[src/fst_pkg.sv]
// package for the hardware frame-sync trigger: timing constants, states, carriers
// assumes a 100 MHz device clock derived from the 40 MHz reference
package fst_pkg;

  localparam int unsigned CLK_PERIOD_NS   = 10;
  localparam int unsigned REF_CLK_MHZ     = 40;
  localparam int unsigned LAG_NS          = 160;
  // nominal lag minus synchroniser and edge-detect stages, rounded down
  localparam int unsigned SYNC_STAGES     = 3;
  localparam int unsigned LAG_CYC_RAW     = LAG_NS / CLK_PERIOD_NS;
  localparam int unsigned LAG_CYC         = (LAG_CYC_RAW > SYNC_STAGES) ?
                                            (LAG_CYC_RAW - SYNC_STAGES) : 1;
  localparam int unsigned PULSE_MIN_NS    = 25;
  localparam int unsigned PULSE_MAX_NS    = 4000;
  localparam int unsigned PULSE_MIN_CYC   = (PULSE_MIN_NS + CLK_PERIOD_NS - 1) / CLK_PERIOD_NS;
  localparam int unsigned PULSE_MAX_CYC   = PULSE_MAX_NS / CLK_PERIOD_NS;

  localparam int unsigned CNT_W           = 32;
  localparam logic [CNT_W-1:0] CNT_ZERO   = 32'h0000_0000;
  localparam logic [CNT_W-1:0] CNT_ONE    = 32'h0000_0001;
  localparam logic [CNT_W-1:0] LAG_COUNT  = CNT_W'(LAG_CYC);

  typedef enum logic [1:0] {
    FST_IDLE   = 2'b00,
    FST_ARMED  = 2'b01,
    FST_DELAY  = 2'b10,
    FST_ACTIVE = 2'b11
  } fst_state_e;

  // software-side configuration
  typedef struct packed {
    logic             arm;
    logic             disarm;
    logic [CNT_W-1:0] extra_delay;
    logic [CNT_W-1:0] frame_length;
  } fst_cfg_s;

  // status toward the timing engine
  typedef struct packed {
    logic armed;
    logic frame_start;
    logic frame_active;
    logic edge_ignored;
  } fst_stat_s;

endpackage

[src/fst_trigger.sv]
// top of the hardware frame-sync trigger: arm, lag, extra delay, frame window
// assumes the host keeps pulse width and spacing; reset held until rails settle
`timescale 1ns/10ps
module fst_trigger
  import fst_pkg::*;
(
  input  wire logic      i_clk,
  input  wire logic      i_rst_b,
  input  wire logic      i_sync_in,
  input  wire fst_cfg_s  i_cfg,
  output fst_stat_s      o_stat
);

  // state group
  fst_state_e       state;
  fst_state_e       next_state;

  // countdown group, shared by the lag and the frame window
  logic [CNT_W-1:0] count;
  logic [CNT_W-1:0] next_count;

  // status group
  fst_stat_s        next_stat;

  // decoded events shared by the groups
  logic             sync_rise;
  logic             in_armed;
  logic             in_delay;
  logic             in_active;
  logic             take_edge;
  logic             drop_edge;
  logic             lag_done;
  logic             frame_done;
  logic             go_idle;
  logic [CNT_W-1:0] lag_load;
  logic [CNT_W-1:0] frame_load;

  // states in which a sync rise cannot start a frame
  function automatic logic edge_blocked(input fst_state_e s);
    logic blocked;
    blocked = 1'b1;
    unique case (s)
      FST_IDLE:   blocked = 1'b1;
      FST_ARMED:  blocked = 1'b0;
      FST_DELAY:  blocked = 1'b1;
      FST_ACTIVE: blocked = 1'b1;
    endcase
    return blocked;
  endfunction

  // states that count as armed toward the timing engine
  function automatic logic state_armed(input fst_state_e s);
    logic armed;
    armed = 1'b1;
    if (s == FST_IDLE) begin
      armed = 1'b0;
    end
    return armed;
  endfunction

  // last cycle of a countdown; a zero load ends at once
  function automatic logic count_last(input logic [CNT_W-1:0] c);
    logic last;
    last = (c <= CNT_ONE);
    return last;
  endfunction

  // a zero frame length still gives a one-cycle frame
  function automatic logic [CNT_W-1:0] frame_len(input logic [CNT_W-1:0] len);
    logic [CNT_W-1:0] eff;
    eff = len;
    if (len == CNT_ZERO) begin
      eff = CNT_ONE;
    end
    return eff;
  endfunction

  // i_clk is the multiplied 40 MHz reference
  // the synchroniser eats three of the sixteen lag cycles;
  // the package subtracts them so the total stays near the nominal lag
  fst_sync_edge u_sync (
    .i_clk   (i_clk),
    .i_rst_b (i_rst_b),
    .i_async (i_sync_in),
    .o_rise  (sync_rise)
  );

  // event decode, shared by all three groups
  // in the armed state a disarm in the same cycle as an edge wins: no frame, no ignore flag
  always_comb begin
    in_armed   = (state == FST_ARMED);
    in_delay   = (state == FST_DELAY);
    in_active  = (state == FST_ACTIVE);
    go_idle    = i_cfg.disarm;
    take_edge  = sync_rise & in_armed & ~go_idle;
    drop_edge  = sync_rise & edge_blocked(state);
    lag_done   = in_delay & count_last(count);
    frame_done = in_active & count_last(count);
    lag_load   = LAG_COUNT + i_cfg.extra_delay;
    frame_load = frame_len(i_cfg.frame_length);
  end

  // state group: next value
  // disarm is not honoured in the lag; the frame already promised goes out
  always_comb begin
    next_state = state;
    unique case (state)
      FST_IDLE: begin
        if (i_cfg.arm) begin
          next_state = FST_ARMED;
        end
      end
      FST_ARMED: begin
        if (go_idle) begin
          next_state = FST_IDLE;
        end else if (take_edge) begin
          next_state = FST_DELAY;
        end
      end
      FST_DELAY: begin
        if (lag_done) begin
          next_state = FST_ACTIVE;
        end
      end
      FST_ACTIVE: begin
        if (frame_done) begin
          if (go_idle) begin
            next_state = FST_IDLE;
          end else begin
            next_state = FST_ARMED;
          end
        end
      end
    endcase
  end

  // state group: register
  always_ff @(posedge i_clk or negedge i_rst_b) begin
    if (!i_rst_b) begin
      state <= FST_IDLE;
    end else begin
      state <= next_state;
    end
  end

  // countdown group: next value
  // loaded with lag plus extra delay on an accepted edge,
  // then with the frame length when the lag runs out
  always_comb begin
    next_count = count;
    if (take_edge) begin
      next_count = lag_load;
    end else if (lag_done) begin
      next_count = frame_load;
    end else if (frame_done) begin
      next_count = CNT_ZERO;
    end else if (in_delay || in_active) begin
      next_count = count - CNT_ONE;
    end
  end

  // countdown group: register
  always_ff @(posedge i_clk or negedge i_rst_b) begin
    if (!i_rst_b) begin
      count <= CNT_ZERO;
    end else begin
      count <= next_count;
    end
  end

  // status group: next value
  // all flags are registered so the outputs come straight from flip-flops;
  // the levels follow the next state so they line up with the pulses
  always_comb begin
    next_stat              = '0;
    next_stat.armed        = state_armed(next_state);
    next_stat.frame_start  = lag_done;
    next_stat.frame_active = (next_state == FST_ACTIVE);
    next_stat.edge_ignored = drop_edge;
  end

  // status group: register
  always_ff @(posedge i_clk or negedge i_rst_b) begin
    if (!i_rst_b) begin
      o_stat <= '0;
    end else begin
      o_stat <= next_stat;
    end
  end

endmodule

[src/fst_sync_edge.sv]
// two-stage synchroniser with rising-edge detection on the stable stage
// assumes an asynchronous sync pin and the device clock
`timescale 1ns/10ps
module fst_sync_edge
  import fst_pkg::*;
(
  input  wire logic i_clk,
  input  wire logic i_rst_b,
  input  wire logic i_async,
  output logic      o_rise
);

  logic meta;
  logic stable;
  logic stable_d;
  logic next_rise;

  always_comb begin
    next_rise = stable & ~stable_d;
  end

  always_ff @(posedge i_clk or negedge i_rst_b) begin
    if (!i_rst_b) begin
      meta     <= 1'b0;
      stable   <= 1'b0;
      stable_d <= 1'b0;
      o_rise   <= 1'b0;
    end else begin
      meta     <= i_async;
      stable   <= meta;
      stable_d <= stable;
      o_rise   <= next_rise;
    end
  end

endmodule

[config.mk]
export PLATFORM = sky130hd
export DESIGN_NAME = fst_trigger
export DESIGN_NICKNAME = d
export VERILOG_FILES = /design/src/fst_pkg.sv /design/src/fst_trigger.sv /design/src/fst_sync_edge.sv
export SDC_FILE = /design/constraint.sdc
export NUM_CORES = 1
export LEC_CHECK = 0
export ABC_AREA = 0
export ABC_CLOCK_PERIOD_IN_PS = 3600
export BUFFER_PORTS_ARGS = -buffer_cell sky130_fd_sc_hd__buf_2
export CORE_MARGIN = 4
export CORE_UTILIZATION = 56
export CTS_CLUSTER_DIAMETER = 120
export DETAILED_ROUTE_END_ITERATION = 12
export PLACE_DENSITY = 0.84
export SKIP_CTS_REPAIR_TIMING = 1
export SKIP_LAST_GASP = 1
export SYNTH_ARGS = -nofsm -noshare
export SYNTH_HDL_FRONTEND = slang
export SYNTH_SLANG_ARGS = --single-unit
[constraint.sdc]
create_clock -name i_clk -period 3.6 [get_ports i_clk]
set_input_delay 0.36 -clock i_clk [delete_from_list [all_inputs] [get_ports i_clk]]
set_output_delay 0.36 -clock i_clk [all_outputs]
set_load 0.05 [all_outputs]
Word-level counts from Yosys, hierarchy flattened. Cells that the tools add are included.

Multiplexer cells: 14. Add/subtract/negate cells: 2. Reduce and logical (&&, ||, !) cells: 6. Eq/ne operators: 4. Bitwise logic cells: 8. Order comparisons: 1.

Operator list (number): $mux 32 (5); $add 4x32->32 const A (1); $le 32x1->1 const B (1); $logic_not 32->1 (1); $sub 32x1->32 const B (1); $mux 2 (5); $pmux 2 s4 (1); $and 1x1->1 (6); $eq 2x2->1 const B (3); $logic_not 2->1 (2); $reduce_bool 4->1 (1); $reduce_or 3->1 (1); $eq 2x1->1 const B (1); $mux 1 (2); $not 1->1 (2); $pmux 1 s2 (1); $logic_or 1x1->1 (1).

Register bits after elaboration: 42. Output and inout port bits: 4.

Logic depth before layout (Yosys ltp). Gate-level depths: netlist (run 1).

Depth after elaboration: 8. Mapped depth: 9.

Cells and area by module. A second synthesis (run 1) with hierarchy kept.

Cells, all modules: 394. Area total of the unflattened synthesis: 3352.0 sq um.

Modules (own cells, without submodules): fst_trigger (instances 1, seq. area each 950.9 sq um, area an instance 3238.1 sq um, cells each 389); fst_sync_edge (instances 1, seq. area each 100.1 sq um, area an instance 113.9 sq um, cells each 5).

Worst setup path before layout (run 1). Ideal clock, no wire load.

Kind: reg-to-reg. From: register count[21]. To: register count[28]. Cell stages (with the launch flop): 8. Data required time: 3513 ps. Arrival time: 2371 ps. Buffers on the path: 1. Setup slack: 1142 ps. Library setup time: 87 ps. Path through: dfrtp_1 -> or4_4 -> or2_2 -> or4_4 -> nor3_4 -> buf_6 -> a22oi_1 -> a211oi_2.

Cells in the longest elaborated chain, start to end: 5. Elaborated cells on any way between the ends: 9. Those cells by class: add/sub (1); order compare (1); mux (4); bitwise (2); reduce/logical (1).

RTL lines: from (decl) (RTL line fst_trigger.sv:19) `logic [CNT_W-1:0] count;`; from (signal assigned) (RTL line fst_trigger.sv:167) `count <= next_count;`; $sub 32x1->32 / $le 32x1->1 (equally long branches) (RTL line fst_trigger.sv:158, fst_trigger.sv:64); $mux 32 / $and 1x1->1 (equally long branches) (RTL line fst_trigger.sv:157, fst_trigger.sv:98); $mux 32 (RTL line fst_trigger.sv:155) `end else if (frame_done) begin`; $mux 32 (RTL line fst_trigger.sv:153) `end else if (lag_done) begin`; $mux 32 (RTL line fst_trigger.sv:151) `if (take_edge) begin`.

Several ways; a longest one is shown, not always the timed one. The select of a mux whose other input is x is not followed. A chain may end at the register's enable or synchronous reset.

Worst setup path in the final report (run 1).
From: register count[8]. To: register count[31].

The elaborated chain is that of the path after synthesis.

==> qor.yml, run 1 <==
status: "finished, final reports clean"
finalWeightedCongestion: 0.931
port_buffers: 72
min-delay-path-class: "in2reg"
clkLatencyLatePin_ns: 0.29
core_region_area_um2: 5920
dpl.hpwl_mm: 7.61
final.hold.worst_slack_ns: 0.178
first_iter_violations: 292
min_period_over_period: 0.848
numClockSinks: 42
cp_common_cell: "a211oi_1"
syn_to_final_growth_pct: 14.8
nNetsFinal: 561
detailedPlace.worstSlack_ns: 0.638
finalWorstSetupSlack_ns: 0.548
dr_vias_cell: 6.55
r2r_end: "count[31]"
r2r_setup_slack_ns: 0.55
syn_nets: 496
critical_path.slowest_cell: "or4_4"
clock_path_buffers: 2
maxSlewHeadroom: 0.348
timing.setup.critical_path_class: "reg2reg"
critPathRequiredTime_ns: 3.80
r2r.worst_path.cells: 7
rsz_0062_raised_after_global_routing: "no"
synthesis.yosys.warnings: 0
via_total_after_detailed_routing: 3692
drtAntennaViolNets: 0
fmaxAchievable_mhz: 328
post_route_total_power_mw: 1.95
grt_pass1_vias: 3515
cts.htree.levels: 2
global_route.usage.total: 0.281
tritoncts: "built"
fp.dieH_um: 86.0
cp.arrival_ns: 3.25
drv_slew: 0
detail_route.first_pass.iterations: 5
syn_avg_cell_area_um2: 8.03
drt_drc_violations_left: 0
initial_antenna_violation_count: 0
first_pass_grt_wire_length_mm: 16.8
post_synthesis_cell_area_um2: 3400
initial_utilization: 0.575
gr-total-overflow: 0
finalHoldViolations: 0
antennaDiodeCount: 0
synth-seq-cells: 42
max_cap_viol_count: 0
fill_cells: 530
count_of_flip_flops_with_a_built_in_enable_after_synthesis: 0
synth_largest_type_area_fraction: 0.309
min_from: "i_sync_in"
p_leak_nw: 1.51
layout.cells.most_common_list: "buf_2 (72), dfrtp_1 (42), nand2_1 (38), nor2_1 (30), xnor2_1 (27)"
setup_viol: 0
period_needed_ns: 3.05
r2r-start: "count[8]"
worstHoldPathCells: 1
drive_gt1_frac: 0.202
tritoncts.num_buffers: 5
floorplan_row_count: 28
min_delay_worst_endpoint: "u_sync.meta"
pin_count: 73
power.ir.vdd_worst_v: 0.000370
final.setup.tns_ns: 0
synth_area_leader_cell: "dfrtp_1"
cell_variety_after_synth: 54
post_synth_inst_count: 424
wire_per_inst_um: 18.2
max_slew.worst_pin.slew_ns: 0.978
crit_chain: "nor4_2 > nand4_1 > or4_4 > nor3_4 > buf_4 > a211oi_1 > a211oi_1"
clk_root_buffer_cell: "clkbuf_8"
wirelength_mm: 10.3
timing.critical_path.from_type: "register"
cts.clk_slew.worst_paths_ns: 0.08
async_flop_share: 1.00
synth.yosys.seq_area_share: 0.309
timing.critical_path.slowest_cell_delay_ns: 0.69
postSynth.topFlopCell: "dfrtp_1"
critPathCaptureType: "register"
power_density_nw_per_um2: 499
die_width_um: 86.0
synth_top_cells_by_area: "dfrtp_1 (31%), xnor2_1 (6.9%), xor2_1 (5.4%)"
largest_net_degree_at_the_start_of_global_routing: 45
die-area_um2: 7390
final_common_cell: "buf_2"
critical_path.max_fanout: 12
final.setup_skew_ns: 0.00793
-- cell type report --
type	instances	area, um^2	share of cell area
clock buffer	7	76.3	0.0195
sequential	42	1050	0.269
inverter	12	45.0	0.0115
multi-input combinational	344	2190	0.561
timing repair buffer	84	450	0.115
tap	75	93.8	0.0240
-- state kept, by name, summed over array words and instances (netlist names) --
signal and count:
count 32, o_stat 4, state 2, u_sync.meta 1
u_sync.o_rise 1, u_sync.stable 1, u_sync.stable_d 1
-- logic make-up after synthesis --
group,share of synthesized area
xor gates and xnor gates,0.124
AOI/OAI and AO/OA,0.230
adders and majority gates,0.0110
muxes,0.00294
and+or+nand+nor,0.276
buffers and inverters,0.0474
DFF,0.309
-- per-layer routing --
layer  routed length [um]  GRT usage  part of all wire  up-vias
met5                    0          0                 0        -
met3                  977     0.0451             0.095       20
met4                  163     0.0849             0.016        0
met2                 4890      0.458              0.48      222
met1                 4250      0.382              0.41     1724
li1                     -          -                 -     1726
-- critical path, delay by kind of cell (launching register included) --
family                 cells  cell delay [ns]
buffers and inverters      1             0.26
AO/OA/AOI/OAI              2             0.29
flip-flops                 1             0.46
AND/OR/NAND/NOR            4             1.94
-- metrics by stage --
stage               area [um^2]  utilization  instances
global placement           3830        0.647        557
detailed placement         3830        0.647        557
CTS                        3910        0.660        564
global route               3910        0.660        564
floorplan                  3400            -        424
finish                     3910        0.660        564
-- Yosys cell counts (all sizes together) (2+ instances only) --
| master | number |
|---|---|
| nand2 | 38 |
| a221oi | 14 |
| a211oi | 9 |
| dfrtp | 42 |
| o41ai | 2 |
| buf | 5 |
| o31a | 2 |
| inv | 11 |
| nor3 | 21 |
| xnor2 | 27 |
| or2 | 2 |
| o211ai | 6 |
| nand3 | 20 |
| a31o | 2 |
| ha | 3 |
| clkbuf | 21 |
| a21o | 3 |
| and3 | 6 |
| or4 | 4 |
| nand2b | 3 |
| a21oi | 17 |
| nor4 | 22 |
| or3 | 9 |
| xor2 | 21 |
| nor2 | 30 |
| nand4 | 12 |
| o21ai | 26 |
| and4 | 3 |
| a22oi | 12 |
| a31oi | 10 |
| o21a | 3 |
| o22ai | 3 |
-- how the worst max path moves through the flow --
stage	from	endpoint	slack [ns]	cells after the start
floorplan	count[21]	count[28]	1.14	7
global placement	count[8]	count[31]	0.72	7
detailed placement	count[8]	count[31]	0.64	7
CTS	count[8]	count[31]	0.61	7
global route	count[8]	count[4]	0.31	7
finish	count[8]	count[31]	0.55	7
-- power by group --
group	internal (mW)	switching (mW)	total, mW	leakage, nW
clock	0.134	0.159	0.293	0.0383
sequential	0.635	0.248	0.883	0.477
combinational	0.357	0.416	0.772	0.995
Note: power is estimated with default switching activity, not from simulation.
==> run 2, diff against run 1 <==
Settings changed: ABC_CLOCK_PERIOD_IN_PS 3600 to 3100.
Clock period 3.6 ns to 3.1 ns, I/O delays scaled along.
==> qor.yml, run 2 (synthesis results as in run 1) <==
drv_slew: 0
dpl-instance-area_um2: 3850
r2r-start: "count[21]"
cts.htree.levels: 2
fp.dieH_um: 86.0
gr-total-overflow: 0
path_delay_family: "simple AND/OR/NAND/NOR gates"
r2r.worst_path.cells: 7
drtAntennaViolNets: 0
core_region_area_um2: 5920
status: "finished, final reports clean"
power_density_nw_per_um2: 619
largest_reg_flops: 32
post_route_total_power_mw: 2.49
crit_chain: "or4_4 > or2_2 > or4_4 > nor3_4 > buf_4 > a221oi_1 > a31oi_1"
finalWorstSetupSlack_ns: 0.257
critPathRequiredTime_ns: 3.30
dpl.hpwl_mm: 7.72
setup_viol: 0
first_iter_violations: 289
r2r_end: "count[12]"
dr_vias_cell: 6.49
min_from: "i_sync_in"
grt_pass1_vias: 3587
worst-path-buf-inv: 1
clock_path_buffers: 2
biggestRegsByFlops: "count x32, o_stat x4, state x2"
cts.clk_slew.worst_paths_ns: 0.08
clk_root_buffer_cell: "clkbuf_8"
final.setup_skew_ns: 0.00606
syn_to_final_growth_pct: 18.2
final.setup.tns_ns: 0
global_route.usage.total: 0.282
die_width_um: 86.0
p_seq_frac: 0.417
worstHoldPathCells: 1
detail_route.first_pass.iterations: 5
drive_gt1_frac: 0.219
switching_power_mw: 0.990
port_buffers: 72
final_common_cell: "buf_2"
fmaxAchievable_mhz: 352
layout.cells.most_common_list: "buf_2 (72), dfrtp_1 (42), nand2_1 (38), nor2_1 (30), xnor2_1 (27)"
die-area_um2: 7390
critical_path.max_fanout: 27
rsz_0062_raised_after_global_routing: "no"
drt_drc_violations_left: 0
min_delay_worst_endpoint: "u_sync.meta"
netSwitchingFraction: 0.397
largest_net_degree_at_the_start_of_global_routing: 43
finalHoldViolations: 0
pin_count: 73
final.hold.worst_slack_ns: 0.120
worst_setup_path_startpoint: "count[21]"
fill_cells: 513
first_pass_grt_wire_length_mm: 16.8
timing.setup.critical_path_class: "reg2reg"
critical_path.slowest_cell: "or4_4"
r2r_setup_slack_ns: 0.26
tritoncts.num_buffers: 5
detailedPlace.worstSlack_ns: 0.223
fin_area_um2: 4020
via_total_after_detailed_routing: 3689
p_leak_nw: 1.56
numClockSinks: 42
cp_common_cell: "or4_4"
wire_per_inst_um: 18.4
min_period_over_period: 0.917
initial_utilization: 0.575
maxSlewHeadroom: 0.354
timing.critical_path.from_type: "register"
max_slew.worst_pin.slew_ns: 0.970
clock_power_share: 0.217
antennaDiodeCount: 0
cp.arrival_ns: 3.04
wirelength_mm: 10.5
finalWeightedCongestion: 0.939
tritoncts: "built"
period_needed_ns: 2.84
critPathCaptureType: "register"
floorplan_row_count: 28
power.ir.vdd_worst_v: 0.000388
min-delay-path-class: "in2reg"
timing.critical_path.slowest_cell_delay_ns: 0.56
max_cap_viol_count: 0
clkLatencyLatePin_ns: 0.30
nNetsFinal: 564
combinationalPowerShare: 0.366
internal_power_of_the_cells_mw: 1.50
register_bank_with_the_most_flops: "count"
initial_antenna_violation_count: 0
## run 2: worst max path at each step
| stage | end | slack, ns | depth (start not counted) |
|---|---|---|---|
| 2_1_floorplan | count[28] | 0.64 | 7 |
| 3_3_place_gp | count[8] | 0.31 | 7 |
| 3_5_place_dp | count[26] | 0.22 | 7 |
| 4_1_cts | count[12] | 0.20 | 7 |
| 5_1_grt | count[24] | 0.09 | 7 |
| 6_report | count[12] | 0.26 | 7 |
## run 2: worst register-to-register path, stage by stage, from the launching register on
cell and delay (ns):
dfrtp_1 0.42, or4_4 0.56, or2_2 0.32, or4_4 0.55, nor3_4 0.19, buf_4 0.33
a221oi_1 0.17, a31oi_1 0.21
## run 2: area by class of cell
cell class	instances	area (um^2)	area share
Inverter	12	45.0	0.0112
Clock buffer	6	82.6	0.0205
Sequential cell	42	1050	0.261
Clock inverter	2	60.1	0.0149
Multi-Input combinational cell	344	2220	0.551
Timing Repair Buffer	87	473	0.118
Tap cell	75	93.8	0.0233
## run 2: per-layer routing
layer,GRT usage,up-vias,part of all wire
met5,0,-,0
met4,0.108,0,0.033
met3,0.0384,37,0.069
met2,0.477,180,0.49
met1,0.364,1739,0.41
li1,-,1733,-
## run 2: through the flow
| stage | util | cells |
|---|---|---|
| floorplan | - | 424 |
| global placement | 0.651 | 560 |
| detailed placement | 0.651 | 560 |
| CTS | 0.675 | 568 |
| global route | 0.680 | 568 |
| finish | 0.680 | 568 |
## run 2: power groups by stage
stage | Sequential, mW | Clock [mW] | Combinational [mW]
3_5_place_dp | 1.02 | 0 | 0.892
5_1_grt | 1.07 | 0.568 | 1.02
4_1_cts | 1.02 | 0.545 | 0.902
3_3_place_gp | 1.01 | 0 | 0.856
2_1_floorplan | 0.950 | 0 | 0.667
6_report | 1.04 | 0.540 | 0.912
